--- src/ds1_line_consts.svh ---
`ifndef DS1_LINE_CONSTS_SVH
`define DS1_LINE_CONSTS_SVH

// Line code select values
`define CODE_ZCS 1'b0
`define CODE_B8ZS 1'b1
// Octet width and bit-counter limits
`define OCTET_LAST 3'h7
`define OCTET_ZERO 8'h00
// Forced one for zero code suppression (second least significant bit)
`define ZCS_FORCE 8'h02
// Cable loss compensation settings
`define COMP_MIN 3'h1
`define COMP_MAX 3'h5
`define COMP_RESET 3'h1
// Sync source numbers
`define SRC_FIRST 2'h0
`define SRC_SECOND 2'h1
`define SRC_THIRD 2'h2
// Substitution pattern 000VB0VB: positions that carry a pulse (bit 7 sent first)
`define SUB_MARKS 8'h1b
// Positions that carry a violation
`define SUB_VIOL 8'h12

`endif

--- src/ds1_line_pkg.sv ---
package ds1_line_pkg;
   // Timing source chosen by the selector
   typedef enum logic [3:0] {
      SEL_PRIMARY = 4'b0001,
      SEL_SECONDARY = 4'b0010,
      SEL_TERTIARY = 4'b0100,
      SEL_HOLDOVER = 4'b1000
   } sync_state_type;
endpackage

--- src/ds1_line_code.sv ---
`timescale 1ns/1ps
`include "ds1_line_consts.svh"
// Summary of operation
// - Each one bit sends a pulse, zero none
// - Successive mark pulses alternate in polarity
// - Line code selectable: ZCS or B8ZS
// - ZCS forces bit 1 of zero octet
// - Line code resets to ZCS
// - B8ZS replaces zero octet, violations at 4,1
// - Two same-polarity pulses mean bipolar violation
// - B8ZS decoder restores zero octet, no error
// - Compensation setting holds values 1 to 5
// - Compensation resets to setting 1
// - Timing taken from recovered receive clock
// - Primary source selectable among three interfaces
// - Secondary and tertiary sources back up primary
// - Per source: loop timed or free running
module ds1_line_code (
   // Clock and reset
   input wire logic clk,
   input wire logic rst_n,
   input wire logic clk_en,
   // Configuration
   input wire logic code_sel,
   input wire logic code_load,
   input wire logic [2:0] comp_in,
   input wire logic comp_load,
   input wire logic [1:0] primary_sel,
   input wire logic [2:0] free_run_sel,
   // Transmit octets from framer
   input wire logic tx_valid,
   output logic tx_ready,
   input wire logic [7:0] tx_data,
   // Line bit strobe (one bit per pulse)
   input wire logic line_bit_en,
   // Transmit line pins
   output logic tx_pos,
   output logic tx_neg,
   // Receive line pins
   input wire logic rx_pos,
   input wire logic rx_neg,
   // Receive octets to framer
   output logic rx_valid,
   output logic [7:0] rx_data,
   output logic rx_violation,
   // Sync sources (recovered clock ticks and loss flags of three interfaces)
   input wire logic [2:0] rec_tick,
   input wire logic [2:0] src_lost,
   // Status
   output logic code_mode,
   output logic [2:0] comp_setting,
   output logic [1:0] sync_source,
   output logic sync_loop,
   output logic timing_tick
);
   ////////////////////////////////////////////////////////////////////////
   // Configuration
   logic code_reg; // Line code choice
   logic [2:0] comp_reg; // Cable compensation

   // Line code select, loaded on request
   always_ff @(posedge clk or negedge rst_n) begin
      if (!rst_n) begin
         code_reg <= `CODE_ZCS;
      end else if (clk_en && code_load) begin
         code_reg <= code_sel;
      end
   end

   // Compensation setting, out-of-range writes ignored
   always_ff @(posedge clk or negedge rst_n) begin
      if (!rst_n) begin
         comp_reg <= `COMP_RESET;
      end else if (clk_en && comp_load && comp_in >= `COMP_MIN && comp_in <= `COMP_MAX) begin
         comp_reg <= comp_in;
      end
   end

   assign code_mode = code_reg;
   assign comp_setting = comp_reg;

   ////////////////////////////////////////////////////////////////////////
   // Transmit buffer
   logic buf_valid;
   logic buf_ready;
   logic [7:0] buf_data;

   ds1_pair_buffer tx_buffer (
      .clk(clk),
      .rst_n(rst_n),
      .clk_en(clk_en),
      .in_valid(tx_valid),
      .in_ready(tx_ready),
      .in_data(tx_data),
      .out_valid(buf_valid),
      .out_ready(buf_ready),
      .out_data(buf_data)
   );

   ////////////////////////////////////////////////////////////////////////
   // Transmit encoder
   logic [7:0] sh_data_reg; // Octet being sent, MSB first
   logic [7:0] sh_viol_reg; // Marks that repeat the last polarity
   logic [2:0] tx_cnt_reg; // Bit index in octet
   logic sh_busy_reg; // Octet in flight
   logic last_pol_reg; // Polarity of last mark, 1 = positive
   logic [7:0] enc_data;
   logic [7:0] enc_viol;
   logic load_oct;
   logic send_bit;
   logic bit_pol;

   // Next octet taken when idle or on last bit
   assign load_oct = buf_valid && (!sh_busy_reg || (line_bit_en && tx_cnt_reg == `OCTET_LAST));
   assign buf_ready = clk_en && load_oct;
   assign send_bit = clk_en && line_bit_en && sh_busy_reg;

   // Ones-density coding of a zero octet
   always_comb begin
      enc_data = buf_data;
      enc_viol = `OCTET_ZERO;
      if (buf_data == `OCTET_ZERO) begin
         if (code_reg == `CODE_ZCS) begin
            enc_data = `ZCS_FORCE;
         end else begin
            enc_data = `SUB_MARKS;
            enc_viol = `SUB_VIOL;
         end
      end
   end

   // Violation marks repeat last polarity, others alternate
   assign bit_pol = sh_viol_reg[7] ? last_pol_reg : ~last_pol_reg;

   // Shift register and bit counter
   always_ff @(posedge clk or negedge rst_n) begin
      if (!rst_n) begin
         sh_data_reg <= 8'h00;
         sh_viol_reg <= 8'h00;
         tx_cnt_reg <= 3'h0;
         sh_busy_reg <= 1'b0;
      end else if (clk_en) begin
         if (load_oct) begin
            sh_data_reg <= enc_data;
            sh_viol_reg <= enc_viol;
            tx_cnt_reg <= 3'h0;
            sh_busy_reg <= 1'b1;
         end else if (send_bit) begin
            sh_data_reg <= {sh_data_reg[6:0], 1'b0};
            sh_viol_reg <= {sh_viol_reg[6:0], 1'b0};
            tx_cnt_reg <= tx_cnt_reg + 3'h1;
            if (tx_cnt_reg == `OCTET_LAST) begin
               sh_busy_reg <= 1'b0;
            end
         end
      end
   end

   // Line pulses and polarity memory
   always_ff @(posedge clk or negedge rst_n) begin
      if (!rst_n) begin
         tx_pos <= 1'b0;
         tx_neg <= 1'b0;
         last_pol_reg <= 1'b0;
      end else if (clk_en && line_bit_en) begin
         if (sh_busy_reg && sh_data_reg[7]) begin
            tx_pos <= bit_pol;
            tx_neg <= ~bit_pol;
            last_pol_reg <= bit_pol;
         end else begin
            tx_pos <= 1'b0;
            tx_neg <= 1'b0;
         end
      end
   end

   ////////////////////////////////////////////////////////////////////////
   // Receive pin synchronisers
   logic [1:0] rx_pos_sync_reg;
   logic [1:0] rx_neg_sync_reg;

   // Two stages before any logic reads the pins
   always_ff @(posedge clk or negedge rst_n) begin
      if (!rst_n) begin
         rx_pos_sync_reg <= 2'h0;
         rx_neg_sync_reg <= 2'h0;
      end else if (clk_en) begin
         rx_pos_sync_reg <= {rx_pos_sync_reg[0], rx_pos};
         rx_neg_sync_reg <= {rx_neg_sync_reg[0], rx_neg};
      end
   end

   ////////////////////////////////////////////////////////////////////////
   // Receive decoder
   logic rx_mark;
   logic rx_pol;
   logic rx_bpv;
   logic rx_last_pol_reg; // Polarity of last received mark
   logic [7:0] rx_sh_reg; // Bits collected
   logic [7:0] rx_vsh_reg; // Violations collected
   logic [2:0] rx_cnt_reg;
   logic [7:0] oct_bits;
   logic [7:0] oct_viol;
   logic oct_sub;

   assign rx_mark = rx_pos_sync_reg[1] ^ rx_neg_sync_reg[1];
   assign rx_pol = rx_pos_sync_reg[1];
   // Same polarity as the last mark
   assign rx_bpv = rx_mark && (rx_pol == rx_last_pol_reg);
   assign oct_bits = {rx_sh_reg[6:0], rx_mark};
   assign oct_viol = {rx_vsh_reg[6:0], rx_bpv};
   assign oct_sub = (code_reg == `CODE_B8ZS) && (oct_bits == `SUB_MARKS) && (oct_viol == `SUB_VIOL);

   // Bit sampling with the line strobe
   always_ff @(posedge clk or negedge rst_n) begin
      if (!rst_n) begin
         rx_last_pol_reg <= 1'b0;
         rx_sh_reg <= 8'h00;
         rx_vsh_reg <= 8'h00;
         rx_cnt_reg <= 3'h0;
      end else if (clk_en && line_bit_en) begin
         rx_sh_reg <= oct_bits;
         rx_vsh_reg <= oct_viol;
         rx_cnt_reg <= rx_cnt_reg + 3'h1;
         if (rx_mark) begin
            rx_last_pol_reg <= rx_pol;
         end
      end
   end

   // Octet output and violation report
   always_ff @(posedge clk or negedge rst_n) begin
      if (!rst_n) begin
         rx_valid <= 1'b0;
         rx_data <= 8'h00;
         rx_violation <= 1'b0;
      end else if (clk_en) begin
         rx_valid <= line_bit_en && rx_cnt_reg == `OCTET_LAST;
         if (line_bit_en && rx_cnt_reg == `OCTET_LAST) begin
            rx_data <= oct_sub ? `OCTET_ZERO : oct_bits;
            rx_violation <= !oct_sub && (oct_viol != `OCTET_ZERO);
         end
      end
   end

   ////////////////////////////////////////////////////////////////////////
   // Sync source selection
   ds1_line_pkg::sync_state_type sync_state_reg;
   logic [1:0] prim_reg; // Primary interface number
   logic [1:0] sec_num;
   logic [1:0] ter_num;
   logic [1:0] active_num;

   // Primary choice; illegal code keeps the first interface
   always_ff @(posedge clk or negedge rst_n) begin
      if (!rst_n) begin
         prim_reg <= `SRC_FIRST;
      end else if (clk_en) begin
         prim_reg <= (primary_sel > `SRC_THIRD) ? `SRC_FIRST : primary_sel;
      end
   end

   // Backups are the second then third, the first standing in for the primary
   assign sec_num = (prim_reg == `SRC_SECOND) ? `SRC_FIRST : `SRC_SECOND;
   assign ter_num = (prim_reg == `SRC_THIRD) ? `SRC_FIRST : `SRC_THIRD;

   // Fall down the order on loss, climb back when recovered
   always_ff @(posedge clk or negedge rst_n) begin
      if (!rst_n) begin
         sync_state_reg <= ds1_line_pkg::SEL_PRIMARY;
      end else if (clk_en) begin
         if (!src_lost[prim_reg]) begin
            sync_state_reg <= ds1_line_pkg::SEL_PRIMARY;
         end else if (!src_lost[sec_num]) begin
            sync_state_reg <= ds1_line_pkg::SEL_SECONDARY;
         end else if (!src_lost[ter_num]) begin
            sync_state_reg <= ds1_line_pkg::SEL_TERTIARY;
         end else begin
            sync_state_reg <= ds1_line_pkg::SEL_HOLDOVER;
         end
      end
   end

   // Active interface number
   always_comb begin
      unique case (sync_state_reg)
         ds1_line_pkg::SEL_PRIMARY: active_num = prim_reg;
         ds1_line_pkg::SEL_SECONDARY: active_num = sec_num;
         ds1_line_pkg::SEL_TERTIARY: active_num = ter_num;
         ds1_line_pkg::SEL_HOLDOVER: active_num = prim_reg;
         default: active_num = prim_reg;
      endcase
   end

   // Timing tick: recovered clock when loop timed, local otherwise
   always_ff @(posedge clk or negedge rst_n) begin
      if (!rst_n) begin
         sync_source <= `SRC_FIRST;
         sync_loop <= 1'b1;
         timing_tick <= 1'b0;
      end else if (clk_en) begin
         sync_source <= active_num;
         sync_loop <= !free_run_sel[active_num] && sync_state_reg != ds1_line_pkg::SEL_HOLDOVER;
         if (free_run_sel[active_num] || sync_state_reg == ds1_line_pkg::SEL_HOLDOVER) begin
            timing_tick <= line_bit_en;
         end else begin
            timing_tick <= rec_tick[active_num];
         end
      end
   end
endmodule

--- src/ds1_pair_buffer.sv ---
`timescale 1ns/1ps
// Two-entry buffer: full throughput, no word lost when the sink stalls
module ds1_pair_buffer (
   // Clock and reset
   input wire logic clk,
   input wire logic rst_n,
   input wire logic clk_en,
   // Fill side
   input wire logic in_valid,
   output logic in_ready,
   input wire logic [7:0] in_data,
   // Drain side
   output logic out_valid,
   input wire logic out_ready,
   output logic [7:0] out_data
);
   logic [7:0] mem_reg [0:1]; // Storage
   logic wr_ptr_reg; // Write slot
   logic rd_ptr_reg; // Read slot
   logic [1:0] count_reg; // Occupancy
   logic push;
   logic pop;

   assign in_ready = (count_reg != 2'h2);
   assign out_valid = (count_reg != 2'h0);
   assign out_data = mem_reg[rd_ptr_reg];
   assign push = in_valid && in_ready && clk_en;
   assign pop = out_valid && out_ready && clk_en;

   // Storage write
   always_ff @(posedge clk or negedge rst_n) begin
      if (!rst_n) begin
         mem_reg[0] <= 8'h00;
         mem_reg[1] <= 8'h00;
      end else if (push) begin
         mem_reg[wr_ptr_reg] <= in_data;
      end
   end

   // Pointers and occupancy
   always_ff @(posedge clk or negedge rst_n) begin
      if (!rst_n) begin
         wr_ptr_reg <= 1'b0;
         rd_ptr_reg <= 1'b0;
         count_reg <= 2'h0;
      end else begin
         if (push) begin
            wr_ptr_reg <= ~wr_ptr_reg;
         end
         if (pop) begin
            rd_ptr_reg <= ~rd_ptr_reg;
         end
         if (push && !pop) begin
            count_reg <= count_reg + 2'h1;
         end else if (pop && !push) begin
            count_reg <= count_reg - 2'h1;
         end
      end
   end
endmodule

--- config.mk ---
export PLATFORM = sky130hd
export DESIGN_NAME = ds1_line_code
export DESIGN_NICKNAME = d
export VERILOG_FILES = /design/src/ds1_line_pkg.sv /design/src/ds1_line_code.sv /design/src/ds1_pair_buffer.sv
export VERILOG_INCLUDE_DIRS = /design/src /design/src/src
export SDC_FILE = /design/constraint.sdc
export NUM_CORES = 1
export LEC_CHECK = 0
export ABC_CLOCK_PERIOD_IN_PS = 2250
export BUFFER_PORTS_ARGS = -buffer_cell sky130_fd_sc_hd__buf_4
export CORE_UTILIZATION = 40
export CTS_BUF_LIST = sky130_fd_sc_hd__clkbuf_8
export CTS_CLUSTER_SIZE = 28
export DETAILED_ROUTE_END_ITERATION = 6
export PLACE_DENSITY_LB_ADDON = 0.12
export REMOVE_ABC_BUFFERS = 1
export SLEW_MARGIN = 0
export SYNTH_ARGS = -nofsm -noshare
export SYNTH_HDL_FRONTEND = slang
export SYNTH_HIERARCHICAL = 1
export SYNTH_SLANG_ARGS = --single-unit
--- constraint.sdc ---
create_clock -name clk -period 2.25 [get_ports clk]
set_input_delay 0.45 -clock clk [delete_from_list [all_inputs] [get_ports clk]]
set_output_delay 0.45 -clock clk [all_outputs]
set_load 0.02 [all_outputs]
Yosys cells after proc, flatten, opt, wreduce, memory -nomap -nowiden
Index checks and enable logic that the tools add are counted.
Operators by class
  add/subtract/negate cells: 4
  $mul: 0
  divide/modulo/power cells: 0
  magnitude comparators: 10
  eq/ne operators: 12
  shift-type cells: 0
  muxes and demuxes: 43
  bitwise logic cells: 7
  reduce and logical (&&, ||, !) cells: 41
Operator list (count)
  $mux 8: 11
  $logic_and 1x1->1: 23
  $bwmux 16: 1
  $eq 8x5->1 const B: 2
  $mux 1: 13
  $mux 4: 3
  $bmux 1 s2: 5
  $mux 5: 2
  $lt 2x3->1 const B: 3
  $demux 8 s1: 1
  $logic_not 8->1: 1
  $mux 2: 4
  $reduce_and 2->1: 4
  $reduce_bool 2->1: 4
  $reduce_bool 8->1: 1
  $add 3x1->3 const B: 2
  $eq 3x3->1 const B: 2
  $mux 3: 2
  $logic_not 1->1: 5
  $eq 4x2->1 const B: 1
  $eq 4x3->1 const B: 1
  $eq 4x4->1 const B: 1
  $ge 2x2->1 const B: 2
  $ne 4x4->1 const B: 1
  17 further kinds: 22
Word-level totals
  bits in registers: 89
  latch bits: 0
  memory bits (writable): 0
  ROM bits: 0
  input bits: 32
  output and inout bits: 21
  logic and storage cells: 145
  memories: 0

Logic depth before layout (Yosys ltp)
Gate-level depths: netlist (run 1).
  depth after elaboration: 10
  gate-level depth with buffers: 10
  depth with buffers taken out: 10

Cells and area by module
Netlist (run 1), hierarchy kept.
By module, submodules not included
  ds1_line_code: instances 1, cells each 299, area an instance 3086.7 µm², seq. area each 1705.4 µm²
  ds1_pair_buffer: instances 1, cells each 59, area an instance 932.1 µm², seq. area each 500.5 µm²

Worst setup path after synthesis (run 1)
OpenSTA, ideal clock, no wires.
  path kind: register -> register
  start: register tx_buffer.rd_ptr_reg
  end: register sh_data_reg[3]
  library setup time: 0.095 ns
  arrival: 1.857 ns
  data required time: 2.155 ns
  slack: 0.297 ns
  cell stages (with the launch flop): 8
  path buffers: 1
  clock period less this slack: 1.953 ns
  cells stage by stage: dfrtp_1 buf_2 mux2_2 or4_1 nor2_1 and2_1 nor3_1 o31ai_1
Between the ends
  longest elaborated chain between the ends: 7
Ends and longest elaborated chain
  from (decl): line ds1_pair_buffer.sv:19  | logic rd_ptr_reg;
  from (signal assigned): line ds1_pair_buffer.sv:51  | rd_ptr_reg <= ~rd_ptr_reg;
  $not 1->2 (implied by the code): line ds1_pair_buffer.sv:26  | assign out_data = mem_reg[rd_ptr_reg];
  $mux 8 (implied by the code) (3 in series): line ds1_pair_buffer.sv:26
  via buf_data[4]: line ds1_line_code.sv:86  | logic [7:0] buf_data;
  $logic_not 8->1 (no source line)
  $mux 8: line ds1_line_code.sv:122  | if (buf_data == `OCTET_ZERO) begin
  $mux 8: line ds1_line_code.sv:143  | if (load_oct) begin
  to (signal assigned): line ds1_line_code.sv:144  | sh_data_reg <= enc_data;
  to (signal assigned): line ds1_line_code.sv:149  | sh_data_reg <= {sh_data_reg[6:0], 1'b0};
  to (decl): line ds1_line_code.sv:102  | logic [7:0] sh_data_reg;
The timed path passes the listed nets, and every way through them passes these cells. The select of a mux whose other input is x is not followed.
A chain may end at the register's enable or synchronous reset.

Final worst setup path (run 1)
  start: register tx_buffer.rd_ptr_reg
  end: register sh_viol_reg[4]
Between the ends
  longest elaborated chain between the ends: 7
Ends and longest elaborated chain
  $not 1->2 (implied by the code): line ds1_pair_buffer.sv:26
  $mux 8 (implied by the code) (3 in series): line ds1_pair_buffer.sv:26
  via buf_data[4]: line ds1_line_code.sv:86
  $logic_not 8->1 (no source line)
  $mux 8: line ds1_line_code.sv:122
  $mux 8: line ds1_line_code.sv:143
  to (signal assigned): line ds1_line_code.sv:145  | sh_viol_reg <= enc_viol;
  to (signal assigned): line ds1_line_code.sv:150  | sh_viol_reg <= {sh_viol_reg[6:0], 1'b0};
  to (decl): line ds1_line_code.sv:103  | logic [7:0] sh_viol_reg;
The timed path passes the listed nets, and every way through them passes these cells. The select of a mux whose other input is x is not followed.

==> metrics, run 1 <==
status completed; Tot GR Track Use 0.162; Peak VDD IR just under 0.0006 V; max FFs per register 16; Worst Setup Start Kind flip-flop; post-synth cell types 53; Synth Area in Compound Gates 0.105; Synth Cell Area 0.00402 sq mm; cts bufs inserted 9; Avg Vias per Cell 4.96; Clock Tree Root clkbuf_8; drt wl/cell ~14 um; relative slew slack 0.531; flops & latches, synth slightly below 90; Register-to-Register Path Depth 6; vias in the first global route about 2700; core box area 0.00977 sq mm; CTS sink count about 90; DR pass1 iterations 4; final setup fails 0; Synth Flop Type dfrtp_1; Die Span Y between 100 and 150 um; WS Path Type reg -> reg; starting density of the core 0.411; worst path arrival time ~2.4 ns; Ports 53; GRT overflow 0; Async S/R FF share, synth 1.00; Area growth syn-to-layout 19.0%; total negative slack 0 ns; Yosys warning total 6; placement row count 36; post-route total power between 0.005 and 0.006 W; CTS clk-pin slew, worst paths 0.10 ns; final wirelength 7.78 mm; Leak ~2.3 nW; cell area after layout around 0.0048 sq mm; post-placement cell area roughly 0.0046 sq mm; EDFF count, synth 0; CP required between 2 and 3 ns; M3 GR Usage 0.0410; M1 GR Usage 0.212; Synth Area in XOR/XNOR 0.0196; worst slew pin tran between 0.7 and 0.8 ns; Die Wd slightly above 100 um; mux contribution to synthesized area 0.126; GR Util met2 0.265; CTS tree built; Post-Syn Instances between 300 and 400; mean post-synth cell area roughly 11 sq um; Setup crit end kind flip-flop; minimum clock period between 2 and 2.5 ns; diode count 0; Place WS between 0.07 and 0.08 ns; Max-Cap Viols 0; Pwr per Cell Area roughly 1100 mW/mm^2; post-synthesis sequential area ratio 0.549; DP HPWL 5.40 mm; DR iter-0 viols between 80 and 90; area of the die between 0.01 and 0.015 sq mm; share of cells above drive strength 1 0.302; unrepaired setup endpoints after global routing no; H-tree depth 3; max-slew violations 0; first-pass GRT wire length 12.9 mm; HP Class in -> async; GPL Wtd Cong 0.759; DRC 0; Skew-Pair Late Insertion Delay 0.36 ns; initial antenna violation count 0; main combinational cell family by area after synthesis simple AND/OR/NAND/NOR gates; # nets final ~450; largest net degree at the start of global routing about 50; crit path max fanout 9; Routed Antenna Nets 0; Final Hold Vio Count 0; setup ws final approximately 0.18 ns; Synth Area in Simple Gates 0.159; clock skew 0.00879 ns; fin crit share 0.920; I/O Buffers 52; fmax 483 MHz; Clock Tree Buf Depth 2; hold slack 0.0979 ns; via count about 2700; adder-cell area share of the yosys netlist 0.0156; gr busiest metal met2
==> cell usage in the layout (no fill, tap or decap), drive strengths merged, types with 7 or more instances in the layout <==
cell type,instances
mux2i,7
inv,10
o21ai,21
dfrtp,85
nand2,71
a21oi,10
a22o,15
buf,61
nor2,14
nand3,8
clkbuf,9
mux2,36
==> cell type report <==
class	instances	area, sq um
Clock buffer	9	124
Clock inverter	7	78.8
Fill cell	974	4990
Inverter	7	26.3
Multi-Input combinational cell	248	1710
Sequential cell	88	2210
Tap cell	133	166
Timing Repair Buffer	61	470
==> critical path, cell delays in order, from the launching register on <==
cell	delay [ns]
dfrtp_2	0.49
mux2_2	0.37
or4_1	0.53
nor2_1	0.15
and2_1	0.20
and2_1	0.17
a221o_1	0.11
==> cells by family (layout without fill, tap and decap cells) <==
family / after synthesis / count (layout)
muxes: 43 / 43
and+or+nand+nor: 129 / 129
adders and majority gates: 5 / 5
buffers and inverters: 22 / 84
DFF: 88 / 88
xor gates and xnor gates: 9 / 9
AOI/OAI and AO/OA: 62 / 62
==> repair_timing <==
item | CTS | global route
setup buffers | 0 | 0
hold buffers | 0 | 0
gates resized for setup | 0 | 1
endpoints found under the setup margin | 0 | 3
endpoints found under the hold margin | 0 | 0
==> power breakdown <==
group | switching [W] | internal, W | leakage, nW
Clock | 0.000607 | 0.000527 | 0.0982
Sequential | 0.000357 | 0.00206 | 1.11
Combinational | 0.000665 | 0.000802 | 1.07
Total | 0.00163 | 0.00339 | 2.28
==> synthesized netlist by cell type (4+ instances only) <==
| master | n | area (sq um) |
|---|---|---|
| dfrtp_1 | 85 | 2130 |
| nand2_1 | 71 | 267 |
| mux2_2 | 28 | 315 |
| o21ai_0 | 20 | 100 |
| a22o_1 | 15 | 131 |
| nor2_1 | 14 | 52.6 |
| a21oi_1 | 10 | 50.1 |
| mux2_4 | 8 | 120 |
| nand3_1 | 8 | 40.0 |
| inv_1 | 7 | 26.3 |
| mux2i_1 | 7 | 70.1 |
| buf_2 | 6 | 30.0 |
| clkbuf_1 | 6 | 22.5 |
| xor2_1 | 6 | 52.6 |
| ha_1 | 5 | 62.6 |
| nor3_1 | 5 | 25.0 |
| and2_1 | 4 | 25.0 |
| o211ai_1 | 4 | 30.0 |
==> through the flow <==
step           utilization  instances
3_3_place_gp         0.468        537
2_1_floorplan            -        343
4_1_cts              0.489        553
5_1_grt              0.489        553
6_report             0.489        553
3_5_place_dp         0.468        537
==> path summary, 6_finish.rpt <==
path / startpoint / to / slack (ns)
hold / removal: rst_n / sync_state_reg[2] / 0.1
max in group asynchronous: rst_n / sh_busy_reg / 1.54
min in group clk: code_sel / code_mode / 0.32
hold reg to reg: rx_vsh_reg[6] / rx_vsh_reg[6] / 0.47
setup / recovery: tx_buffer/rd_ptr_reg / sh_viol_reg[4] / 0.18
setup reg to reg: tx_buffer/rd_ptr_reg / sh_viol_reg[4] / 0.18
==> metal layers <==
metal / wire (um) / part of all wire / vias up
li1: - / - / 1373
met1: 3780 / 0.49 / 1315
met2: 3650 / 0.47 / 47
met3: 257 / 0.033 / 8
met4: 91 / 0.012 / 0
met5: 0 / 0 / -
Power figures use the tool's default switching activity.
==> inputs of run 2 (changes only) <==
- RECOVER_POWER: not set -> 25
==> run 2 against run 1 <==
Clock skew unchanged. Die area stayed put. Maximum frequency unchanged. Critical path depth did not move. Critical path type unchanged. Largest cell class unchanged.
==> metrics, run 2 (synthesis results as in run 1) <==
post-placement cell area between 0.004 and 0.005 sq mm; GRT overflow 0; DR pass1 iterations 4; relative slew slack 0.156; post-route total power around 0.005 W; clock skew roughly 0.0088 ns; Routed Antenna Nets 0; Worst Setup Start Kind flip-flop; Skew-Pair Late Insertion Delay approximately 0.36 ns; CTS resizes 0; Die Span Y a little over 100 um; total negative slack 0 ns; most frequent cells in the layout dfrtp_1 (84), nand2_1 (71), buf_4 (59); starting density of the core 0.411; hold depth 2; Setup crit end kind flip-flop; commonest non-fill, non-tap cell in the layout dfrtp_1; # nets final between 400 and 500; status completed; initial antenna violation count 0; cell repeated most along the worst path and2_1; Worst path slowest cell or4_1; final setup fails 0; diode count 0; HP Class in -> reg; Peak VDD IR approximately 0.00058 V; Clock Tree Buf Depth 2; Pwr per Cell Area 1050 mW/mm^2; Largest stage delay, worst path between 0.5 and 0.6 ns; fmax roughly 480 MHz; vias in the first global route ~2700; max-slew violations 0; Die Wd 102 um; DR iter-0 viols 87; via count ~2700; CTS clk-pin slew, worst paths roughly 0.1 ns; Final Hold Vio Count 0; Avg Vias per Cell ~5.0; DRC 0; cts bufs inserted 9; max FFs per register 16; Ports 53; placement row count 36; worst slew pin tran ~1.3 ns; GPL Wtd Cong ~0.76; worst-path cell chain mux2_2 -> or4_1 -> nor2_1 -> and2_1 -> and2_1 -> a221o_1; Tot GR Track Use 0.162; crit path max fanout 9; minimum clock period 2.07 ns; drt wl/cell 14.1 um; area of the die 0.0105 sq mm; H-tree depth 3; share of cells above drive strength 1 0.302; Clock Tree Root clkbuf_8; I/O Buffers between 50 and 60; first-pass GRT wire length between 10 and 15 mm; cell area after layout 0.00478 sq mm; CTS tree built; unrepaired setup endpoints after global routing no; final wirelength 7.78 mm; Area growth syn-to-layout 18.9%; CTS sink count 88; Register-to-Register Path Depth 6; core box area 0.00977 sq mm; DP HPWL approximately 5.4 mm; Leak roughly 2.3 nW; CTS Hold Bufs 0; Max-Cap Viols 0; WS Path Type reg -> reg; CP required ~2.6 ns; Post-CTS Setup Bufs 0; worst path arrival time around 2.4 ns; largest net degree at the start of global routing 51; fin crit share 0.920
-- run 2: routing by layer --
layer,global-route usage,share of wire,up-vias
li1,-,-,1373
met4,0.0527,0.012,0
met5,0,0,-
met2,0.265,0.47,47
met3,0.0410,0.033,8
met1,0.212,0.49,1315
-- run 2: layout make-up --
class	count	area (sq um)
fill	973	5000
sequential	88	2210
multi-input combinational	248	1710
timing repair buffer	61	468
tap	133	166
clock buffer	9	124
clock inverter	7	78.8
inverter	7	26.3
-- run 2: per-stage QoR --
stage / util / instances / hold WS, ns / setup WS (ns)
final: 0.489 / 553 / 0.315 / 0.180
after global routing: 0.489 / 553 / 0.288 / 0.0539
after CTS: 0.489 / 553 / 0.119 / 0.0811
after detailed placement: 0.468 / 537 / 0.457 / 0.0730
after global placement: 0.468 / 537 / 0.452 / 0.160
after floorplan: - / 343 / 0.154 / -0.0823
-- run 2: critical path: cells and delay by family, from the launching register on --
kind,cells,cell delay [ns]
muxes,1,0.37
and+or+nand+nor,4,1.05
DFF,1,0.49
AOI/OAI and AO/OA,1,0.11
-- run 2: power breakdown --
group,internal [W],switching [W]
Sequential,0.00206,0.000357
Combinational,0.000802,0.000665
Clock,0.000527,0.000607
-- run 2: path summary, 6_finish.rpt --
| kind | startpoint | endpoint | slack [ns] |
|---|---|---|---|
| min in group asynchronous | rst_n | sync_state_reg[2] | 0.34 |
| hold reg to reg | rx_vsh_reg[6] | rx_vsh_reg[6] | 0.47 |
| max in group asynchronous | rst_n | sh_busy_reg | 1.08 |
| setup / recovery | tx_buffer/rd_ptr_reg | sh_viol_reg[4] | 0.18 |
| hold / removal | code_sel | code_mode | 0.32 |
| setup reg to reg | tx_buffer/rd_ptr_reg | sh_viol_reg[4] | 0.18 |
==> inputs of run 3 (changes only) <==
- CTS_BUF_LIST: sky130_fd_sc_hd__clkbuf_8 -> sky130_fd_sc_hd__clkbuf_16
- SYNTH_HIERARCHICAL: 1 -> not set
==> run 3 against run 2 <==
The flow now finishes with violations (capacitance limit, slew limit). Clock skew increased by 0.0011 ns. Register-to-register slack improved by 0.08 ns. Sequential power increased by 3%. Combinational power increased by 5%. Setup slack improved by 0.085 ns. Maximum frequency increased by 4.3%. Cell count increased by 0.54%. Synthesized cell count increased by 1.4%. Critical path type unchanged. Critical endpoint is now tx_buffer.count_reg[1]. Largest power group unchanged.
==> metrics, run 3 <==
worst slew pin tran roughly 1.6 ns; H-tree depth 3; CTS tree built; Clock Tree Root clkbuf_16; CTS clk-pin slew, worst paths around 0.060 ns; initial antenna violation count 0; DR pass1 iterations 4; crit path from tx_cnt_reg[0]; WS Path Type reg -> reg; crit path max fanout 6; Clock Tree Buf Depth 2; worst setup path endpoint tx_buffer.count_reg[1]; Tot GR Track Use 0.167; max-slew violations 30; CTS resizes 0; Flop pwr share 0.451; Worst R2R Setup Slack roughly 0.26 ns; placement row count 35; Die Span Y 101 um; Final Hold Vio Count 0; Pwr per Cell Area about 1100 mW/mm^2; relative slew slack -0.0802; switching share of total power 0.318; Synth area leaders dfrtp_1 (54%), mux2_2 (7.7%), nand2_1 (6.5%), a22o_1 (3.3%), o21ai_0 (2.5%); EDFF count, synth 0; Worst Setup Start Kind flip-flop; Area growth syn-to-layout 22.5%; Post-Syn Instances 363; # nets final approximately 460; top-count cell post-synth dfrtp_1; worst r2r src tx_cnt_reg[0]; internal power ~0.0038 W; cell area after layout roughly 0.0048 sq mm; DRC 0; Post-CTS Setup Bufs 0; Skew-Pair Late Insertion Delay 0.34 ns; clock skew between 0.009 and 0.01 ns; Synth Cell Area about 0.0039 sq mm; Comb power frac 0.281; starting density of the core 0.420; fmax just over 500 MHz; Register-to-Register Path Depth 9; most frequent cells in the layout dfrtp_1 (85), nand2_1 (68), buf_4 (61); commonest non-fill, non-tap cell in the layout dfrtp_1; final design utilization 0.515; CP required roughly 2.5 ns; Leak 2.29 nW; post-synth cell types 50; share of Yosys cell area claimed by the top area cell type 0.540; via count between 2000 and 3000; Place WS 0.266 ns; Yosys warning total 0; flops & latches, synth 88; worst path arrival time 2.25 ns; largest net degree at the start of global routing 42; share of cells above drive strength 1 0.269; Avg Vias per Cell about 5; status finished with violations; vias in the first global route about 2700; unrepaired setup endpoints after global routing no; setup ws final between 0.2 and 0.3 ns; drt wl/cell ~14 um; Peak VDD IR approximately 0.00057 V; diode count 0; largest area contributor in the netlist dfrtp_1; fin crit share 0.882; Net Sw Power 0.00176 W; final wirelength between 7 and 8 mm; post-synthesis sequential area ratio 0.560; r2r endpoint tx_buffer.count_reg[1]; CTS Hold Bufs 0; DP HPWL between 5 and 6 mm; GPL Wtd Cong about 0.75; I/O Buffers 52; GRT overflow 0; Ports 53; Synth top cells by count dfrtp_1 (85), nand2_1 (68), mux2_2 (27), nor2_1 (20), o21ai_0 (20); Routed Antenna Nets 0; DR iter-0 viols between 90 and 100; Die Wd between 100 and 150 um; minimum clock period between 1.5 and 2 ns; HP Class in -> reg; max FFs per register 16; failing checks capacitance limit, slew limit; Synth Flop Type dfrtp_1; first-pass GRT wire length 13.0 mm; post-placement cell area around 0.0045 sq mm; CTS sink count 88; mean post-synth cell area approximately 11 sq um; Clock power frac 0.268; core box area 0.00937 sq mm; Setup crit end kind flip-flop; Max-Cap Viols 1; area of the die 0.0103 sq mm; Async S/R FF share, synth 1.00; final setup fails 0; cts bufs inserted 9; Fill cells slightly below 900
[run 3: layout make-up]
cell class / instances / area (sq um) / share of cell area
clock buffers: 9 / 225 / 0.0467
clock inverters: 7 / 70.1 / 0.0145
inverters: 11 / 41.3 / 0.00855
multi-input cells: 248 / 1620 / 0.336
flip-flops and latches: 88 / 2210 / 0.457
well taps: 129 / 161 / 0.0334
repair buffers: 64 / 502 / 0.104
[run 3: stage by stage]
step	setup TNS, ns	std cells	total power, W	hold WS, ns
after detailed placement	0	540	0.00409	0.407
after global routing	0	556	0.00591	0.297
after global placement	0	540	0.00405	0.407
after CTS	0	556	0.00561	0.0346
final	0	556	0.00552	0.313
after floorplan	-0.0143	347	0.00345	0.154
[run 3: worst min-delay path by stage]
stage / start / slack, ns / end / cells past startpoint
2_1_floorplan: rst_n / 0.15 / code_mode / 0
3_3_place_gp: rst_n / 0.41 / comp_setting[2] / 1
3_5_place_dp: rst_n / 0.41 / comp_setting[2] / 1
4_1_cts: rst_n / 0.03 / comp_setting[2] / 1
5_1_grt: primary_sel[1] / 0.30 / prim_reg[0] / 2
6_report: primary_sel[1] / 0.31 / prim_reg[0] / 2
[run 3: layer usage]
layer | global-route usage | up-vias | wire length [um]
met5 | 0 | - | 0
met4 | 0.0502 | 0 | 36
met2 | 0.266 | 54 | 3760
li1 | - | 1399 | -
met3 | 0.0600 | 2 | 286
met1 | 0.213 | 1371 | 3510
[run 3: power groups by stage]
stage	registers (W)	clock network, W	logic, W
2_1_floorplan	0.00256	0	0.000895
6_report	0.00249	0.00148	0.00155
3_3_place_gp	0.00250	0	0.00155
4_1_cts	0.00249	0.00154	0.00158
5_1_grt	0.00256	0.00161	0.00173
3_5_place_dp	0.00251	0	0.00158
[run 3: cells by family (layout without fill, tap and decap cells)]
logic type               after synthesis  in the layout  share of synthesized area
AND/OR/NAND/NOR                      126            126                      0.150
XOR/XNOR                               9              9                     0.0200
buffers and inverters                 27             91                     0.0286
adder cells (fa/ha/maj)                5              5                     0.0159
multiplexers                          35             35                     0.0975
flip-flops                            88             88                      0.560
AO/OA/AOI/OAI                         73             73                      0.128
[run 3: critical path: stages (launching register included)]
cell and delay, ns:
dfrtp_1 0.35, ha_1 0.15, ha_1 0.17, nand2_1 0.06, a21oi_1 0.19, and2_1 0.26, clkinv_1 0.12, ha_1 0.34
nor2_1 0.14, xor2_1 0.14
